### src/ibp_pkg.sv
// shared constants, types and helpers for the b-channel pcm port
// assumes a 50 MHz system clock on both ends of the link
package ibp_pkg;

  // ****************************************
  // timing
  // ****************************************
  localparam int SYS_NS = 20;
  localparam int LINK_PERIOD_NS = 160;
  localparam int HALF_DIV = LINK_PERIOD_NS / (2 * SYS_NS);
  localparam int FRAME_NS = 125000;
  localparam int FRAME_SYS_CYCLES = FRAME_NS / SYS_NS;

  // ****************************************
  // word and slot layout
  // ****************************************
  localparam int WORD_BITS = 8;
  localparam int FIFO_DEPTH = 16;
  localparam logic [5:0] SLOT_B1_BASE = 6'h00;
  localparam logic [5:0] SLOT_B2_BASE = 6'h08;
  localparam logic [5:0] SLOT_LEN = 6'h08;
  localparam logic [7:0] IDLE_WORD = 8'hFF;

  typedef enum logic [0:0] {
    IBP_ST_IDLE = 1'b0,
    IBP_ST_RUN = 1'b1
  } ibp_state_type;

  // first bit index of the chosen b channel
  function automatic logic [5:0] slot_base(input logic chan_b2);
    slot_base = chan_b2 ? SLOT_B2_BASE : SLOT_B1_BASE;
  endfunction

  // true while a bit index lies inside the chosen slot
  function automatic logic in_slot(input logic [5:0] bit_idx, input logic chan_b2);
    in_slot = (bit_idx >= slot_base(chan_b2)) && (bit_idx < (slot_base(chan_b2) + SLOT_LEN));
  endfunction

endpackage

### src/ibp_if.sv
// link between the pcm highway master and the codec port
// the tx line is open while the codec's enable is high; a pull-up is modelled
`timescale 1ns/10ps
`default_nettype none
interface ibp_if;
  logic bclk;
  logic sync;
  logic rxd;
  logic txd;
  logic txd_oe_n;
  logic txd_line;

  // undriven line idles high through the pull-up
  assign txd_line = txd_oe_n ? 1'b1 : txd;

  modport ctrl (
    output bclk,
    output sync,
    output rxd,
    input txd_line
  );

  modport codec (
    input bclk,
    input sync,
    input rxd,
    output txd,
    output txd_oe_n
  );
endinterface
`default_nettype wire

### src/ibp_fifo.sv
// synchronous fifo with valid/ready on both sides
// single clock; one write and one read may happen in the same cycle
`timescale 1ns/10ps
`default_nettype none
module ibp_fifo #(
  parameter int WIDTH = 8,
  parameter int DEPTH = 16
) (
  input wire logic ref_clk_in,
  input wire logic sys_rst_in,
  input wire logic [WIDTH-1:0] in_data_in,
  input wire logic in_valid_in,
  output logic in_ready_out,
  output logic [WIDTH-1:0] out_data_out,
  output logic out_valid_out,
  input wire logic out_ready_in
);
  localparam int AW = $clog2(DEPTH);

  logic [WIDTH-1:0] mem [DEPTH];
  logic [AW:0] wr_ptr_reg;
  logic [AW:0] rd_ptr_reg;

  wire full = (wr_ptr_reg[AW] != rd_ptr_reg[AW]) && (wr_ptr_reg[AW-1:0] == rd_ptr_reg[AW-1:0]);
  wire empty = (wr_ptr_reg == rd_ptr_reg);
  wire push = in_valid_in && !full;
  wire pop = out_ready_in && !empty;

  assign in_ready_out = !full;
  assign out_valid_out = !empty;
  assign out_data_out = mem[rd_ptr_reg[AW-1:0]];

  always_ff @(posedge ref_clk_in)
  begin
    if (push)
    begin
      mem[wr_ptr_reg[AW-1:0]] <= in_data_in;
    end
  end

  always_ff @(posedge ref_clk_in)
  begin
    if (sys_rst_in)
    begin
      wr_ptr_reg <= '0;
      rd_ptr_reg <= '0;
    end
    else
    begin
      wr_ptr_reg <= wr_ptr_reg + (AW+1)'(push);
      rd_ptr_reg <= rd_ptr_reg + (AW+1)'(pop);
    end
  end
endmodule
`default_nettype wire

### src/ibp_codec_end.sv
// codec end of the b-channel pcm port, idl and gci timing
// link pins come from another domain and are synchronised before use
// Notes on behaviour
// - idl: one tx and rx word, same channel
// - master syncs every 125 us, idl
// - gci: one tx and rx word, same channel
// - master pulses frame sync every 125 us
// - idl sync sampled on clock fall
// - idl receive bits captured on clock fall
// - idl drive tx bits from clock rise
// - idl release tx on fall after word
// - gci frame sync sampled on clock fall
// - gci drive from next rise after sync
// - gci b1 sync rising while clock high drives
// - gci release at second fall of lsb
// - gci input bits captured on clock rise
`timescale 1ns/10ps
`default_nettype none
module ibp_codec_end #(
  parameter int FIFO_DEPTH = ibp_pkg::FIFO_DEPTH
) (
  input wire logic ref_clk_in,
  input wire logic sys_rst_in,
  ibp_if.codec link,
  input wire logic mode_gci_in,
  input wire logic chan_b2_in,
  input wire logic [7:0] tx_data_in,
  input wire logic tx_valid_in,
  output logic tx_ready_out,
  output logic [7:0] rx_data_out,
  output logic rx_valid_out
);

  // ****************************************
  // pin synchronisers
  // ****************************************
  logic clk_s1_reg;
  logic clk_s2_reg;
  logic clk_d_reg;
  logic fs_s1_reg;
  logic fs_s2_reg;
  logic fs_d_reg;
  logic din_s1_reg;
  logic din_s2_reg;

  always_ff @(posedge ref_clk_in)
  begin
    if (sys_rst_in)
    begin
      clk_s1_reg <= 1'b0;
      clk_s2_reg <= 1'b0;
      clk_d_reg <= 1'b0;
      fs_s1_reg <= 1'b0;
      fs_s2_reg <= 1'b0;
      fs_d_reg <= 1'b0;
      din_s1_reg <= 1'b1;
      din_s2_reg <= 1'b1;
    end
    else
    begin
      clk_s1_reg <= link.bclk;
      clk_s2_reg <= clk_s1_reg;
      clk_d_reg <= clk_s2_reg;
      fs_s1_reg <= link.sync;
      fs_s2_reg <= fs_s1_reg;
      fs_d_reg <= fs_s2_reg;
      din_s1_reg <= link.rxd;
      din_s2_reg <= din_s1_reg;
    end
  end

  wire clk_rise = clk_s2_reg && !clk_d_reg;
  wire clk_fall = !clk_s2_reg && clk_d_reg;
  wire fs_rise = fs_s2_reg && !fs_d_reg;

  // ****************************************
  // transmit buffer
  // ****************************************
  logic [7:0] fifo_data;
  logic fifo_valid;
  logic fifo_pop;

  ibp_fifo #(
    .WIDTH(ibp_pkg::WORD_BITS),
    .DEPTH(FIFO_DEPTH)
  ) ibp_fifo_inst (
    .ref_clk_in(ref_clk_in),
    .sys_rst_in(sys_rst_in),
    .in_data_in(tx_data_in),
    .in_valid_in(tx_valid_in),
    .in_ready_out(tx_ready_out),
    .out_data_out(fifo_data),
    .out_valid_out(fifo_valid),
    .out_ready_in(fifo_pop)
  );

  // an empty buffer sends the idle pattern rather than stalling the slot
  wire [7:0] tx_word = fifo_valid ? fifo_data : ibp_pkg::IDLE_WORD;

  // ****************************************
  // frame state
  // ****************************************
  ibp_pkg::ibp_state_type state_reg;
  ibp_pkg::ibp_state_type state_next;
  logic [5:0] cnt_reg;
  logic [5:0] cnt_next;
  logic mode_reg;
  logic mode_next;
  logic chan_reg;
  logic chan_next;
  logic [7:0] txsh_reg;
  logic [7:0] txsh_next;
  logic [7:0] rxsh_reg;
  logic [7:0] rxsh_next;
  logic dout_reg;
  logic dout_next;
  logic oe_n_reg;
  logic oe_n_next;
  logic [7:0] rx_data_reg;
  logic [7:0] rx_data_next;
  logic rx_valid_reg;
  logic rx_valid_next;

  wire running = (state_reg == ibp_pkg::IBP_ST_RUN);
  // gci runs two data clocks per bit
  wire [5:0] bit_idx = mode_reg ? {1'b0, cnt_reg[5:1]} : cnt_reg;
  wire [5:0] base = ibp_pkg::slot_base(chan_reg);
  wire [5:0] last_bit = base + ibp_pkg::SLOT_LEN - 6'h01;
  wire [5:0] slot_end = base + ibp_pkg::SLOT_LEN;
  wire [5:0] cnt_inc = cnt_reg + 6'h01;
  wire [5:0] rel_cnt = mode_reg ? {slot_end[4:0], 1'b0} : slot_end;
  wire in_slot = ibp_pkg::in_slot(bit_idx, chan_reg);

  wire idl_start = !mode_gci_in && clk_fall && fs_s2_reg;
  wire gci_start = mode_gci_in && fs_rise;
  wire start_evt = idl_start || gci_start;
  // sync rising with the clock already high starts a b1 word at once
  wire gci_now = gci_start && clk_s2_reg && !chan_b2_in;

  wire drive_now = running && !start_evt && clk_rise && in_slot
                   && (!mode_reg || !cnt_reg[0]);
  wire first_now = drive_now && (bit_idx == base);
  wire cap_now = running && !start_evt && in_slot
                 && (mode_reg ? (clk_rise && cnt_reg[0]) : clk_fall);
  wire fall_now = running && !start_evt && clk_fall;
  // a frame sync not seen high at the first fall is a glitch
  wire gci_abort = fall_now && mode_reg && (cnt_reg == 6'h00) && !fs_s2_reg;

  assign fifo_pop = fifo_valid && (gci_now || first_now);

  always_comb
  begin
    state_next = state_reg;
    cnt_next = cnt_reg;
    mode_next = mode_reg;
    chan_next = chan_reg;
    txsh_next = txsh_reg;
    rxsh_next = rxsh_reg;
    dout_next = dout_reg;
    oe_n_next = oe_n_reg;
    rx_data_next = rx_data_reg;
    rx_valid_next = 1'b0;
    if (start_evt)
    begin
      state_next = ibp_pkg::IBP_ST_RUN;
      cnt_next = 6'h00;
      mode_next = mode_gci_in;
      chan_next = chan_b2_in;
      oe_n_next = 1'b1;
      if (gci_now)
      begin
        dout_next = tx_word[7];
        txsh_next = {tx_word[6:0], 1'b0};
        oe_n_next = 1'b0;
      end
    end
    else if (gci_abort)
    begin
      state_next = ibp_pkg::IBP_ST_IDLE;
      oe_n_next = 1'b1;
    end
    else
    begin
      if (drive_now)
      begin
        dout_next = first_now ? tx_word[7] : txsh_reg[7];
        txsh_next = first_now ? {tx_word[6:0], 1'b0} : {txsh_reg[6:0], 1'b0};
        oe_n_next = 1'b0;
      end
      if (cap_now)
      begin
        rxsh_next = {rxsh_reg[6:0], din_s2_reg};
        if (bit_idx == last_bit)
        begin
          rx_data_next = {rxsh_reg[6:0], din_s2_reg};
          rx_valid_next = 1'b1;
        end
      end
      if (fall_now)
      begin
        cnt_next = cnt_inc;
        if (cnt_inc == rel_cnt)
        begin
          oe_n_next = 1'b1;
          state_next = ibp_pkg::IBP_ST_IDLE;
        end
      end
    end
  end

  always_ff @(posedge ref_clk_in)
  begin
    if (sys_rst_in)
    begin
      state_reg <= ibp_pkg::IBP_ST_IDLE;
      cnt_reg <= 6'h00;
      mode_reg <= 1'b0;
      chan_reg <= 1'b0;
      txsh_reg <= 8'h00;
      rxsh_reg <= 8'h00;
      dout_reg <= 1'b1;
      oe_n_reg <= 1'b1;
      rx_data_reg <= 8'h00;
      rx_valid_reg <= 1'b0;
    end
    else
    begin
      state_reg <= state_next;
      cnt_reg <= cnt_next;
      mode_reg <= mode_next;
      chan_reg <= chan_next;
      txsh_reg <= txsh_next;
      rxsh_reg <= rxsh_next;
      dout_reg <= dout_next;
      oe_n_reg <= oe_n_next;
      rx_data_reg <= rx_data_next;
      rx_valid_reg <= rx_valid_next;
    end
  end

  // ****************************************
  // outputs
  // ****************************************
  assign link.txd = dout_reg;
  assign link.txd_oe_n = oe_n_reg;
  assign rx_data_out = rx_data_reg;
  assign rx_valid_out = rx_valid_reg;

endmodule
`default_nettype wire

### src/flat_wrapper.sv
// flat-port wrapper written by rule: the top's interface ports become plain ports
module ibp_codec_end_flat 
#(
  parameter int FIFO_DEPTH = ibp_pkg::FIFO_DEPTH
)
  (ref_clk_in, sys_rst_in, mode_gci_in, chan_b2_in, tx_data_in, tx_valid_in, tx_ready_out, rx_data_out, rx_valid_out, link_bclk, link_sync, link_rxd, link_txd, link_txd_oe_n);
  ibp_if link_i ();
  input wire logic ref_clk_in;
  input wire logic sys_rst_in;
  input wire logic mode_gci_in;
  input wire logic chan_b2_in;
  input wire logic [7:0] tx_data_in;
  input wire logic tx_valid_in;
  output logic tx_ready_out;
  output logic [7:0] rx_data_out;
  output logic rx_valid_out;
  input wire logic [$bits(link_i.bclk)-1:0] link_bclk;
  input wire logic [$bits(link_i.sync)-1:0] link_sync;
  input wire logic [$bits(link_i.rxd)-1:0] link_rxd;
  output wire logic [$bits(link_i.txd)-1:0] link_txd;
  output wire logic [$bits(link_i.txd_oe_n)-1:0] link_txd_oe_n;
  assign link_i.bclk = link_bclk;
  assign link_i.sync = link_sync;
  assign link_i.rxd = link_rxd;
  assign link_txd = link_i.txd;
  assign link_txd_oe_n = link_i.txd_oe_n;
  ibp_codec_end #(.FIFO_DEPTH(FIFO_DEPTH)) u_core (.ref_clk_in(ref_clk_in), .sys_rst_in(sys_rst_in), .link(link_i), .mode_gci_in(mode_gci_in), .chan_b2_in(chan_b2_in), .tx_data_in(tx_data_in), .tx_valid_in(tx_valid_in), .tx_ready_out(tx_ready_out), .rx_data_out(rx_data_out), .rx_valid_out(rx_valid_out));
endmodule
### config.mk
export PLATFORM = sky130hd
export DESIGN_NAME = ibp_codec_end_flat
export DESIGN_NICKNAME = d
export VERILOG_FILES = /design/src/ibp_pkg.sv /design/src/ibp_if.sv /design/src/ibp_fifo.sv /design/src/ibp_codec_end.sv /design/src/flat_wrapper.sv
export SDC_FILE = /design/constraint.sdc
export NUM_CORES = 1
export LEC_CHECK = 0
export ABC_AREA = 1
export BUFFER_PORTS_ARGS = -buffer_cell sky130_fd_sc_hd__buf_2
export CAP_MARGIN = 20
export CORE_UTILIZATION = 38
export CTS_BUF_LIST = sky130_fd_sc_hd__clkbuf_4 sky130_fd_sc_hd__clkbuf_8 sky130_fd_sc_hd__clkbuf_16
export CTS_CLUSTER_DIAMETER = 40
export DETAILED_ROUTE_END_ITERATION = 10
export PLACE_DENSITY_LB_ADDON = 0.12
export RECOVER_POWER = 100
export SYNTH_ARGS = -nofsm -noshare
export SYNTH_HDL_FRONTEND = slang
export SYNTH_SLANG_ARGS = --single-unit
### constraint.sdc
create_clock -name ref_clk_in -period 2.4 [get_ports ref_clk_in]
set_clock_uncertainty 0.05 [all_clocks]
set_input_delay 0.48 -clock ref_clk_in [delete_from_list [all_inputs] [get_ports ref_clk_in]]
set_output_delay 0.48 -clock ref_clk_in [all_outputs]
set_load 0.005 [all_outputs]
-- Word level (Yosys, flattened, before mapping)
Memory sizes are Yosys's and may differ from the RTL's. A register that Yosys moved wholly into a read port is not among the register bits.
Index checks and enable logic that the tools add are counted.
Widths: inputs -> output; s select.
- add/sub/neg operators: 5
- multiply operators: 0
- divide/modulo/power cells: 0
- order comparisons: 2
- equality and inequality tests: 8
- shift-type cells: 0
- mux-type cells: 29
- bitwise logic cells: 3
- reduce and logical (&&, ||, !) cells: 50
- operators with widths (operator ; count):
    $mux 8 ; 6
    $logic_and 1x1->1 ; 25
    $mux 1 ; 19
    $eq 6x6->1 ; 3
    $mux 6 ; 2
    $logic_not 1->1 ; 11
    $add 5x1->5 ; 2
    $mux 4 ; 2
    $add 6x1->6 const B ; 1
    $add 6x4->6 const B ; 1
    $ge 6x6->1 ; 1
    $logic_not 6->1 ; 1
    $lt 6x6->1 ; 1
    $reduce_and 3->1 ; 2
    $reduce_bool 3->1 ; 2
    $sub 6x1->6 const B ; 1
    $eq 5x5->1 ; 1
    $eq 4x4->1 ; 1
    $reduce_and 2->1 ; 2
    $reduce_and 4->1 ; 1
    $reduce_or 4->1 ; 1
    $logic_or 1x1->1 ; 3
    $not 1->1 ; 3
    $ne 2x1->1 const B ; 1
    4 further kinds ; 4
- bits in registers: 53
- latch bits: 0
- memory bits (writable): 128
- memory bits (read-only): 0
- output and inout bits: 12
- word-level logic and storage cells: 118
- memories kept: 1
- memory list (memory ; depth ; bits a word ; read ports ; clocked after Yosys merged registers in ; write ports ; line ; text):
    u_core.ibp_fifo_inst.mem ; 16 ; 8 ; 1 ; 1 ; 1 ; ibp_fifo.sv:20 ; logic [WIDTH-1:0] mem [DEPTH];

-- Logic depth before layout (Yosys ltp)
Gate-level depths: netlist of run 1.
- depth after elaboration: 16
- mapped depth: 16

-- Cells and area by module
Synthesis of run 1 repeated with hierarchy kept, for this count alone.
- cell total of the unflattened synthesis: 966
- area, all modules: 8476.9 µm²
- by module, submodules not included (module ; instances ; cells an instance ; area an instance (µm²)):
    ibp_fifo ; 1 ; 661 ; 6231.0
    ibp_codec_end ; 1 ; 305 ; 2245.9

-- Worst setup path before layout of run 1
No wires, ideal clock.
- path type: reg-to-reg
- start: reg u_core.mode_reg
- end: reg u_core.ibp_fifo_inst.rd_ptr_reg[4]
- arrival: 2278 ps
- data required time: 2231 ps
- slack: -47 ps
- cell stages (with the launch flop): 16
- buffers on the path: 1
- period minus slack after synthesis: 2447 ps
- cell sequence: dfxtp_1 buf_4 o21ai_0 ha_1 inv_1 nand3_1 nor2_1 nand2_1 nand2_2 nand4_4 a21boi_0 ha_1 ha_1 nand2_1 o21ai_0 a21oi_1
- cells in the longest elaborated chain, start to end: 10
- elaborated cells on any way between the ends: 14
- those cells by class: 1 x add/sub; 2 x order compare; 1 x eq/ne; 1 x mux; 9 x reduce/logical
- RTL lines (what ; line ; text):
    start, declared ; ibp_codec_end.sv:107 ; logic mode_reg;
    start signal, assigned ; ibp_codec_end.sv:230 ; mode_reg <= mode_next;
    $mux 6 ; ibp_codec_end.sv:126 ; wire [5:0] bit_idx = mode_reg ? {1'b0, cnt_reg[5:1]} : cnt_reg;
    $ge 6x6->1 / $lt 6x6->1 (equally long branches) ; ibp_pkg.sv:36 ; in_slot = (bit_idx >= slot_base(chan_b2)) && (bit_idx < (slot_base(chan_b2) + SLOT_LEN));
    $logic_and 1x1->1 ; ibp_pkg.sv:36 ;
    $logic_and 1x1->1 ; ibp_codec_end.sv:140 ; wire drive_now = running && !start_evt && clk_rise && in_slot
    $logic_and 1x1->1 ; ibp_codec_end.sv:141 ; && (!mode_reg || !cnt_reg[0]);
    $logic_and 1x1->1 * ; ibp_codec_end.sv:142 ; wire first_now = drive_now && (bit_idx == base);
    $logic_or 1x1->1 * ; ibp_codec_end.sv:149 ; assign fifo_pop = fifo_valid && (gci_now || first_now);
    $logic_and 1x1->1 * ; ibp_codec_end.sv:149 ;
    $logic_and 1x1->1 * ; ibp_fifo.sv:27 ; wire pop = out_ready_in && !empty;
    $add 5x1->5 * ; ibp_fifo.sv:51 ; rd_ptr_reg <= rd_ptr_reg + (AW+1)'(pop);
    end signal, assigned ; ibp_fifo.sv:51 ;
    end, declared ; ibp_fifo.sv:22 ; logic [AW:0] rd_ptr_reg;
Mark *: on every way between the ends. The rest lies on a longest branch, timed or not.
A chain may end at the register's enable or synchronous reset.

-- Worst setup path after layout of run 1
- start: reg u_core.chan_reg
- end: reg u_core.ibp_fifo_inst.rd_ptr_reg[4]
- cells in the longest elaborated chain, start to end: 11
- elaborated cells on any way between the ends: 13
- those cells by class: 2 x add/sub; 2 x order compare; 1 x eq/ne; 1 x mux; 7 x reduce/logical
- RTL lines (what ; line ; text):
    start, declared ; ibp_codec_end.sv:109 ; logic chan_reg;
    start signal, assigned ; ibp_codec_end.sv:231 ; chan_reg <= chan_next;
    $mux 4 * ; ibp_pkg.sv:31 ; slot_base = chan_b2 ? SLOT_B2_BASE : SLOT_B1_BASE;
    $add 6x4->6 ; ibp_pkg.sv:36 ;
    $lt 6x6->1 ; ibp_pkg.sv:36 ;
    $logic_and 1x1->1 ; ibp_pkg.sv:36 ;
    $logic_and 1x1->1 ; ibp_codec_end.sv:140 ;
    $logic_and 1x1->1 ; ibp_codec_end.sv:141 ;
    $logic_and 1x1->1 * ; ibp_codec_end.sv:142 ;
    $logic_or 1x1->1 * ; ibp_codec_end.sv:149 ;
    $logic_and 1x1->1 * ; ibp_codec_end.sv:149 ;
    $logic_and 1x1->1 * ; ibp_fifo.sv:27 ;
    $add 5x1->5 * ; ibp_fifo.sv:51 ;
Marked as above.

==> results.py, run 1 <==
metrics = {
    "status": {
        "status": "completed",
    },
    "pwr": {
        "ir_worst_vdd_uv": 478,
        "p_sw_mw": 1.40,
        "power_frac_clock": 0.431,
        "combinationalPowerShare": 0.040,
        "seqPwrFrac": 0.529,
        "p_leak_nw": 3.45,
        "p_int_mw": 4.99,
        "powerDensity_mw_per_mm2": 705,
        "swShare": 0.219,
    },
    "logic_synthesis": {
        "synth_warnings": 0,
        "synth_ff_type": "edfxtp_1",
        "synth_area_leaders": "edfxtp_1 (49%), dfxtp_1 (13%), nand2_1 (6.7%)",
        "syn_area_sq_mm": 0.00780,
        "synth.largest_area_cell": "edfxtp_1",
        "ys_types": 35,
        "yosysSeqAreaShare": 0.627,
        "ys_ff_latch": 180,
        "yosysTopAreaCellShare": 0.493,
        "synth_edf_count": 128,
        "synth_nets": 836,
        "synth.avg_cell_area_sq_um": 9.64,
        "synth_cells": 809,
        "async_reset_ff_frac": 0,
    },
    "global_route": {
        "antenna_found_initial": 0,
        "overflow": 0,
        "grt_use_total": 0.183,
        "grt_pass1_vias": 5509,
        "grt_max_degree": 58,
        "grt_pass1_wl_mm": 29.5,
    },
    "floorplan": {
        "core_sq_mm": 0.0202,
        "rows": 52,
        "die_area_sq_mm": 0.0211,
        "boundaryPins": 28,
        "initial_core_util": 0.387,
        "dieHeight_microns": 145,
        "die_w_microns": 145,
    },
    "sta": {
        "setup_ws_ns": 0.168,
        "setup_tns_ns": 0,
        "period_minus_slack_ns": 2.23,
        "finalMaxSlewViolations": 0,
        "finalHoldViolCount": 0,
        "timing.fmax_mhz": 448,
        "setup_viol": 0,
        "fin_crit_sh": 0.930,
        "relSlewSlack": 0.175,
        "worst_slew_pin_slew_ns": 1.24,
        "whs_ns": 0.195,
    },
    "hold_path": {
        "hold_path_depth": 2,
        "min_from": "link_rxd",
        "hold_class": "primary input to flop",
        "min_to": "u_core.din_s1_reg$_SDFF_PP1_",
    },
    "cts": {
        "clock_latency_ns": 0.43,
        "cts_sinks": 180,
        "hold_buffers": 0,
        "cts_made_buffers": 17,
        "clk_pin_slew_ns": 0.07,
        "cts_buffer_depth": 2,
        "htree_levels": 4,
        "cts_tree": "done",
        "cts_root_buffer": "clkbuf_16",
    },
    "final_layout": {
        "drive_above_1_share": 0.134,
        "fin_util": 0.449,
        "synthToLayoutAreaGrowth_pct": 16.1,
        "final_common_cell": "nand2_1",
        "diodes": 0,
        "final_cell_mix": "nand2_1 (137), nor2_1 (130), edfxtp_1 (128), nand3_1 (93), inv_1 (70)",
        "fin_area_sq_mm": 0.00905,
        "fillCellCount": 1972,
        "nets": 895,
        "largest_reg_flops": 128,
    },
    "detailed_routing": {
        "drt-pass1-iter-count": 7,
        "avgViaCountPerCell": 4.84,
        "drtIter0Drc": 331,
        "routed_wl_mm": 18.3,
        "vias": 5576,
        "wl_per_cell_microns": 15.9,
        "drc": 0,
        "ant_nets": 0,
    },
    "critical_path": {
        "slowest_stage": "dfxtp_1",
        "reg2regPathDepth": 14,
        "cpLargestDelayFamily": "adder cells",
        "startpoint_type": "flop",
        "endpoint_kind": "flop",
        "arrival_ns": 2.50,
        "rr_endpoint": "u_core.ibp_fifo_inst.rd_ptr_reg[4]$_SDFF_PP0_",
        "crit_buf_inv": 2,
        "required_ns": 2.66,
        "rrSetupSlack_ns": 0.17,
        "critical-path-max-stage-delay_ns": 0.37,
        "worstPathMaxFanout": 4,
        "r2r-start": "u_core.chan_reg$_SDFFE_PP0P_",
        "path_cells": "inv_1 -> ha_1 -> inv_1 -> nand3_1 -> nor2_1 -> nand2_1 -> nand2_2 -> nand4_4 -> a21boi_2 -> ha_2 -> ha_4 -> nand2_2 -> o21ai_2 -> a21oi_1",
        "critical_path_class": "flop to flop",
    },
    "place": {
        "dp_hpwl_mm": 12.3,
        "io_buffers": 27,
        "gp_congestion": 0.822,
        "dpl_worst_slack_ns": 0.0168,
        "placedInstanceArea_sq_mm": 0.00845,
    },
    "run": {
        "maxCapViolCount": 0,
    },
}
[worst max path at each step]
| stage | end | depth (start not counted) | slack [ns] | startpoint |
|---|---|---|---|---|
| 4_1_cts | u_core.ibp_fifo_inst.rd_ptr_reg[4]$_SDFF_PP0_ | 15 | 0.02 | u_core.cnt_reg[4]$_SDFFE_PP0P_ |
| 2_1_floorplan | u_core.ibp_fifo_inst.rd_ptr_reg[4]$_SDFF_PP0_ | 15 | 0.01 | u_core.cnt_reg[4]$_SDFFE_PP0P_ |
| 5_1_grt | u_core.ibp_fifo_inst.rd_ptr_reg[3]$_SDFF_PP0_ | 15 | -0.02 | u_core.cnt_reg[4]$_SDFFE_PP0P_ |
| 3_3_place_gp | u_core.ibp_fifo_inst.rd_ptr_reg[4]$_SDFF_PP0_ | 14 | 0.02 | u_core.mode_reg$_SDFFE_PP0P_ |
| 6_report | u_core.ibp_fifo_inst.rd_ptr_reg[4]$_SDFF_PP0_ | 14 | 0.17 | u_core.chan_reg$_SDFFE_PP0P_ |
| 3_5_place_dp | u_core.ibp_fifo_inst.rd_ptr_reg[4]$_SDFF_PP0_ | 14 | 0.02 | u_core.mode_reg$_SDFFE_PP0P_ |
[routing by layer]
metal	GRT usage	part of all wire	up-vias
li1	-	-	2835
met2	0.306	0.49	101
met4	0.0605	0.017	0
met5	0	0	-
met3	0.0358	0.033	28
met1	0.238	0.46	2612
[synth_stat cells, types with 7 or more instances]
| library cell | count |
|---|---|
| clkbuf_1 | 14 |
| nor3_1 | 7 |
| dfxtp_1 | 52 |
| a21oi_1 | 27 |
| ha_1 | 11 |
| inv_1 | 71 |
| nand2_1 | 139 |
| edfxtp_1 | 128 |
| buf_2 | 12 |
| o21ai_0 | 67 |
| nor2_1 | 130 |
| o21ai_1 | 9 |
| nand3_1 | 94 |
[stage by stage]
| step | power [mW] | instances |
|---|---|---|
| floorplan | 3.59 | 809 |
| global placement | 3.70 | 1118 |
| detailed placement | 3.71 | 1118 |
| CTS | 6.46 | 1150 |
| global route | 6.61 | 1151 |
| finish | 6.39 | 1151 |
[power groups by stage]
stage                     logic [mW]  clock network [mW]  registers [mW]
final                          0.253                2.75            3.38
after global routing           0.287                2.94            3.38
after CTS                      0.259                2.83            3.38
after detailed placement       0.258                   0            3.45
after global placement         0.255                   0            3.45
after floorplan                0.140                   0            3.44
[cell families (layout without fill, tap and decap cells)]
group / Yosys count / count (layout) / share of synthesized area
simple gates: 392 / 392 / 0.219
buf+inv: 111 / 183 / 0.0583
flops: 180 / 180 / 0.627
compound gates: 109 / 109 / 0.0716
xor+xnor: 6 / 6 / 0.00674
fa+ha+maj: 11 / 11 / 0.0177
[final cells by class]
type | instances | area, sq um | area share
clock buffer | 20 | 472 | 0.0521
inverter | 77 | 289 | 0.0319
multi-input combinational | 518 | 2510 | 0.278
sequential | 180 | 4890 | 0.540
tap | 270 | 338 | 0.0373
timing repair buffer | 74 | 435 | 0.0481
clock inverter | 12 | 118 | 0.0130
[timing repair]
action / CTS / global route
pin swaps: 0 / 7
hold endpoints to repair: 0 / 0
setup buffers: 0 / 1
setup endpoints to repair: 1 / 4
gates resized for setup: 1 / 17
(Power assumes the default switching activity.)
==> run 2, diff against run 1 <==
CORE_UTILIZATION = 55   (was 38)
==> results.py, run 2 (same netlist as run 1, synthesis figures left out) <==
metrics = {
    "detailed_routing": {
        "ant_nets": 0,
        "wl_per_cell_microns": 15.8,
        "drtIter0Drc": 444,
        "avgViaCountPerCell": 5.38,
        "routed_wl_mm": 16.7,
        "vias": 5673,
        "drc": 0,
        "drt-pass1-iter-count": 5,
    },
    "final_layout": {
        "drive_above_1_share": 0.120,
        "nets": 890,
        "final_cell_count_no_fill": 1055,
        "final_common_cell": "nand2_1",
        "synthToLayoutAreaGrowth_pct": 13.1,
        "final_cell_mix": "nand2_1 (137), nor2_1 (130), edfxtp_1 (128), nand3_1 (92), inv_1 (70)",
        "fillCellCount": 1200,
        "fin_area_sq_mm": 0.00882,
        "diodes": 0,
        "largest_reg_flops": 128,
    },
    "floorplan": {
        "dieHeight_microns": 121,
        "initial_core_util": 0.562,
        "die_w_microns": 121,
        "die_area_sq_mm": 0.0147,
        "boundaryPins": 28,
        "rows": 43,
        "core_sq_mm": 0.0139,
    },
    "place": {
        "io_buffers": 27,
        "dp_hpwl_mm": 10.8,
        "gp_congestion": 0.883,
        "placedInstanceArea_sq_mm": 0.00829,
        "placed_cells": 1021,
    },
    "cts": {
        "cts_tree": "done",
        "cts_sinks": 180,
        "cts_made_buffers": 17,
        "cts_root_buffer": "clkbuf_16",
        "htree_levels": 4,
        "clk_pin_slew_ns": 0.06,
        "clock_latency_ns": 0.43,
        "cts_buffer_depth": 2,
    },
    "sta": {
        "worst_slew_pin_slew_ns": 0.773,
        "timing.fmax_mhz": 423,
        "period_minus_slack_ns": 2.36,
        "relSlewSlack": 0.484,
        "rsz0062_at_grt": "true",
        "finalMaxSlewViolations": 0,
        "finalHoldViolCount": 0,
        "fin_crit_sh": 0.985,
        "setup_viol": 0,
    },
    "critical_path": {
        "arrival_ns": 2.63,
        "crit_buf_inv": 4,
        "worstPathMaxFanout": 4,
        "cp.depth": 17,
        "reg2regPathDepth": 17,
        "rrSetupSlack_ns": 0.04,
        "startpoint_type": "flop",
        "slowest_stage": "dfxtp_2",
        "path_cells": "inv_2 -> buf_6 -> nand2_4 -> o21ai_2 -> ha_1 -> inv_2 -> nand3_2 -> nor2_1 -> nand2_1 -> nand2_2 -> nand4_4 -> a21boi_2 -> ha_2 -> buf_4 -> nand3_2 -> o21ai_1 -> a21oi_1",
        "cpLargestDelayFamily": "simple AND/OR/NAND/NOR gates",
        "required_ns": 2.66,
        "critical_path_class": "flop to flop",
        "endpoint_kind": "flop",
        "critical-path-max-stage-delay_ns": 0.34,
    },
    "global_route": {
        "grt_pass1_vias": 5348,
        "antenna_found_initial": 0,
        "grt_pass1_wl_mm": 26.8,
        "overflow": 0,
        "grt_use_total": 0.244,
        "grt_max_degree": 72,
    },
    "pwr": {
        "ir_worst_vdd_uv": 541,
        "p_leak_nw": 3.38,
        "power_mw": 6.09,
        "powerDensity_mw_per_mm2": 690,
    },
    "hold_path": {
        "hold_path_depth": 2,
        "hold_class": "primary input to flop",
    },
    "run": {
        "maxCapViolCount": 0,
    },
    "status": {
        "status": "completed",
    },
}
==> run 2: worst paths after layout <==
path,startpoint,endpoint
max reg2reg,u_core.cnt_reg[4]$_SDFFE_PP0P_,u_core.ibp_fifo_inst.rd_ptr_reg[3]$_SDFF_PP0_
max,u_core.cnt_reg[4]$_SDFFE_PP0P_,u_core.ibp_fifo_inst.rd_ptr_reg[3]$_SDFF_PP0_
min,link_rxd,u_core.din_s1_reg$_SDFF_PP1_
min reg2reg,u_core.fs_s1_reg$_SDFF_PP0_,u_core.fs_s2_reg$_SDFF_PP0_
==> run 2: metrics by stage <==
step | TNS, ns | hold WS, ns | worst slack (ns) | utilization
floorplan | 0 | 0.338 | 0.0106 | -
global placement | 0 | 0.340 | 0.0483 | 0.597
finish | 0 | 0.196 | 0.0350 | 0.635
CTS | -0.0100 | 0.184 | -0.0100 | 0.635
detailed placement | -0.114 | 0.347 | -0.0833 | 0.597
global route | -0.260 | 0.196 | -0.0987 | 0.635
==> run 2: power breakdown <==
group          switching, mW  total [mW]  internal [mW]
combinational          0.178       0.252         0.0747
sequential            0.0182        3.38           3.37
clock                   1.10        2.45           1.35
total                   1.30        6.09           4.79
==> run 2: per-layer routing <==
metal,wire [microns],track usage,share of wire,vias to the layer above
met3,844,0.0432,0.051,16
met4,223,0.0872,0.013,0
met1,7570,0.328,0.45,2681
met5,0,0,0,-
li1,-,-,-,2821
met2,8050,0.399,0.48,155
==> run 2: timing repair <==
| item | 4_1_cts | 5_1_grt |
|---|---|---|
| pin swaps | 2 | 7 |
| buffers inserted | 0 | 3 |
| setup endpoints to repair | 2 | 11 |
| resized for setup | 8 | 10 |
| hold buffers | 0 | 0 |
==> run 2: cell type report <==
| cell class | instances | area (sq um) | area share |
|---|---|---|---|
| clock buffers | 21 | 455 | 0.0516 |
| clock inverters | 10 | 61.3 | 0.00695 |
| inverters | 77 | 289 | 0.0328 |
| multi-input cells | 518 | 2510 | 0.284 |
| flip-flops and latches | 180 | 4890 | 0.554 |
| well taps | 180 | 225 | 0.0255 |
| repair buffers | 69 | 392 | 0.0444 |
==> run 3, diff against run 2 <==
CORE_ASPECT_RATIO = 1.4   (was default)
==> results.py, run 3 (same netlist as run 1, synthesis figures left out) <==
metrics = {
    "detailed_routing": {
        "vias": 5683,
        "drc": 0,
        "drt-pass1-iter-count": 5,
        "ant_nets": 0,
        "wl_per_cell_microns": 16.2,
        "drtIter0Drc": 420,
        "routed_wl_mm": 17.1,
        "avgViaCountPerCell": 5.39,
    },
    "pwr": {
        "powerDensity_mw_per_mm2": 716,
        "p_sw_mw": 1.34,
        "swShare": 0.213,
        "combinationalPowerShare": 0.038,
        "power_frac_clock": 0.426,
        "p_leak_nw": 3.36,
        "seqPwrFrac": 0.536,
        "power_mw": 6.31,
        "p_int_mw": 4.97,
        "ir_worst_vdd_uv": 589,
    },
    "critical_path": {
        "rr_endpoint": "u_core.ibp_fifo_inst.rd_ptr_reg[4]$_SDFF_PP0_",
        "required_ns": 2.65,
        "worstPathMaxFanout": 4,
        "path_cells": "inv_1 -> ha_1 -> inv_2 -> nand3_1 -> nor2_1 -> nand2_1 -> nand2_4 -> nand4_4 -> a21boi_2 -> ha_2 -> ha_4 -> nand2_1 -> o21ai_1 -> a21oi_1",
        "rrSetupSlack_ns": 0.09,
        "arrival_ns": 2.56,
        "slowest_stage": "dfxtp_1",
        "cp.depth": 14,
        "endpoint_kind": "flop",
        "cpMostUsedCell": "nand2_1",
        "crit_buf_inv": 2,
        "startpoint_type": "flop",
        "r2r-start": "u_core.chan_reg$_SDFFE_PP0P_",
        "critical_path_class": "flop to flop",
        "critical-path-max-stage-delay_ns": 0.38,
        "reg2regPathDepth": 14,
        "cpLargestDelayFamily": "adder cells",
    },
    "global_route": {
        "antenna_found_initial": 0,
        "grt_max_degree": 72,
        "grt_pass1_vias": 5272,
        "grt_pass1_wl_mm": 26.4,
        "grt_use_total": 0.246,
        "overflow": 0,
    },
    "sta": {
        "period_minus_slack_ns": 2.31,
        "whs_ns": 0.206,
        "worst_slew_pin_slew_ns": 0.843,
        "timing.fmax_mhz": 433,
        "finalMaxSlewViolations": 0,
        "finalHoldViolCount": 0,
        "relSlewSlack": 0.438,
        "setup_viol": 0,
        "fin_crit_sh": 0.963,
        "setup_ws_ns": 0.0889,
    },
    "hold_path": {
        "hold_path_depth": 2,
        "min_to": "u_core.din_s1_reg$_SDFF_PP1_",
        "min_from": "link_rxd",
        "hold_class": "primary input to flop",
    },
    "final_layout": {
        "final_cell_count_no_fill": 1054,
        "synthToLayoutAreaGrowth_pct": 13.0,
        "nets": 883,
        "final_common_cell": "nand2_1",
        "multi_input_area_sq_mm": 0.00250,
        "fillCellCount": 1161,
        "drive_above_1_share": 0.106,
        "final_cell_mix": "nand2_1 (137), nor2_1 (130), edfxtp_1 (128), nand3_1 (94)",
        "regArea_sq_mm": 0.00489,
        "diodes": 0,
        "largest_reg_flops": 128,
    },
    "floorplan": {
        "die_area_sq_mm": 0.0147,
        "core_sq_mm": 0.0138,
        "rows": 51,
        "die_w_microns": 103,
        "boundaryPins": 28,
        "dieHeight_microns": 143,
        "initial_core_util": 0.563,
    },
    "cts": {
        "clock_latency_ns": 0.42,
        "cts_made_buffers": 17,
        "htree_levels": 4,
        "cts_tree": "done",
        "cts_buffer_depth": 2,
        "cts_root_buffer": "clkbuf_16",
        "hold_buffers": 0,
        "cts_sinks": 180,
        "clk_pin_slew_ns": 0.06,
    },
    "place": {
        "gp_congestion": 0.847,
        "io_buffers": 27,
        "dp_hpwl_mm": 11.2,
        "dpl_worst_slack_ns": -0.0224,
        "placed_cells": 1021,
    },
    "status": {
        "status": "completed",
    },
    "run": {
        "maxCapViolCount": 0,
    },
}
run 3: changes by cell type in the layout (fill, tap and decap cells not counted), moves of 4 or more:
cell	change
buf_4	-9
o21ai_0	+5
clkbuf_2	-4
clkbuf_1	+9
o21ai_1	-5
run 3: cell type report:
class / instances / area share
Sequential cell: 180 / 0.555
Multi-Input combinational cell: 518 / 0.284
Clock buffer: 22 / 0.0540
Timing Repair Buffer: 62 / 0.0362
Inverter: 77 / 0.0331
Tap cell: 185 / 0.0263
Clock inverter: 10 / 0.0109
run 3: per-stage QoR:
stage | TNS [ns] | util | instance area [sq um]
global placement | 0 | 0.596 | 8250
global route | -0.0574 | 0.636 | 8810
detailed placement | -0.0224 | 0.596 | 8250
floorplan | 0 | - | 7800
CTS | 0 | 0.638 | 8840
finish | 0 | 0.636 | 8810
run 3: power groups by stage:
stage               combinational [mW]  sequential, mW  clock (mW)
floorplan                        0.140            3.44           0
global placement                 0.237            3.45           0
detailed placement               0.243            3.45           0
CTS                              0.245            3.38        2.72
global route                     0.269            3.38        2.85
finish                           0.241            3.38        2.69
run 3: how the worst max path moves through the flow:
stage,endpoint,start
final,u_core.ibp_fifo_inst.rd_ptr_reg[4]$_SDFF_PP0_,u_core.chan_reg$_SDFFE_PP0P_
after global routing,u_core.ibp_fifo_inst.rd_ptr_reg[4]$_SDFF_PP0_,u_core.cnt_reg[4]$_SDFFE_PP0P_
after CTS,u_core.ibp_fifo_inst.rd_ptr_reg[4]$_SDFF_PP0_,u_core.cnt_reg[4]$_SDFFE_PP0P_
after detailed placement,u_core.ibp_fifo_inst.rd_ptr_reg[4]$_SDFF_PP0_,u_core.mode_reg$_SDFFE_PP0P_
after global placement,u_core.ibp_fifo_inst.rd_ptr_reg[4]$_SDFF_PP0_,u_core.mode_reg$_SDFFE_PP0P_
after floorplan,u_core.ibp_fifo_inst.rd_ptr_reg[4]$_SDFF_PP0_,u_core.cnt_reg[4]$_SDFFE_PP0P_
run 3: metal layers:
metal,wire length (microns),GRT usage,up-vias,share of wire
met1,6880,0.292,2685,0.40
met4,452,0.0925,0,0.027
li1,-,-,2816,-
met3,712,0.0396,27,0.042
met5,0,0,-,0
met2,9010,0.441,155,0.53
run 3: repair_timing:
item                                    CTS  global route
hold endpoints to repair                  0             0
pin swaps                                 0             5
gates resized for setup                   4            14
setup buffers                             0             1
endpoints found under the setup margin    1            14
run 3: worst reg2reg max path, cell delays in order (launching register included):
cell and delay [ns]:
dfxtp_1 0.38, inv_1 0.14, ha_1 0.32, inv_2 0.07, nand3_1 0.08, nor2_1 0.13
nand2_1 0.10, nand2_4 0.10, nand4_4 0.08, a21boi_2 0.15, ha_2 0.21, ha_4 0.14
nand2_1 0.07, o21ai_1 0.13, a21oi_1 0.06
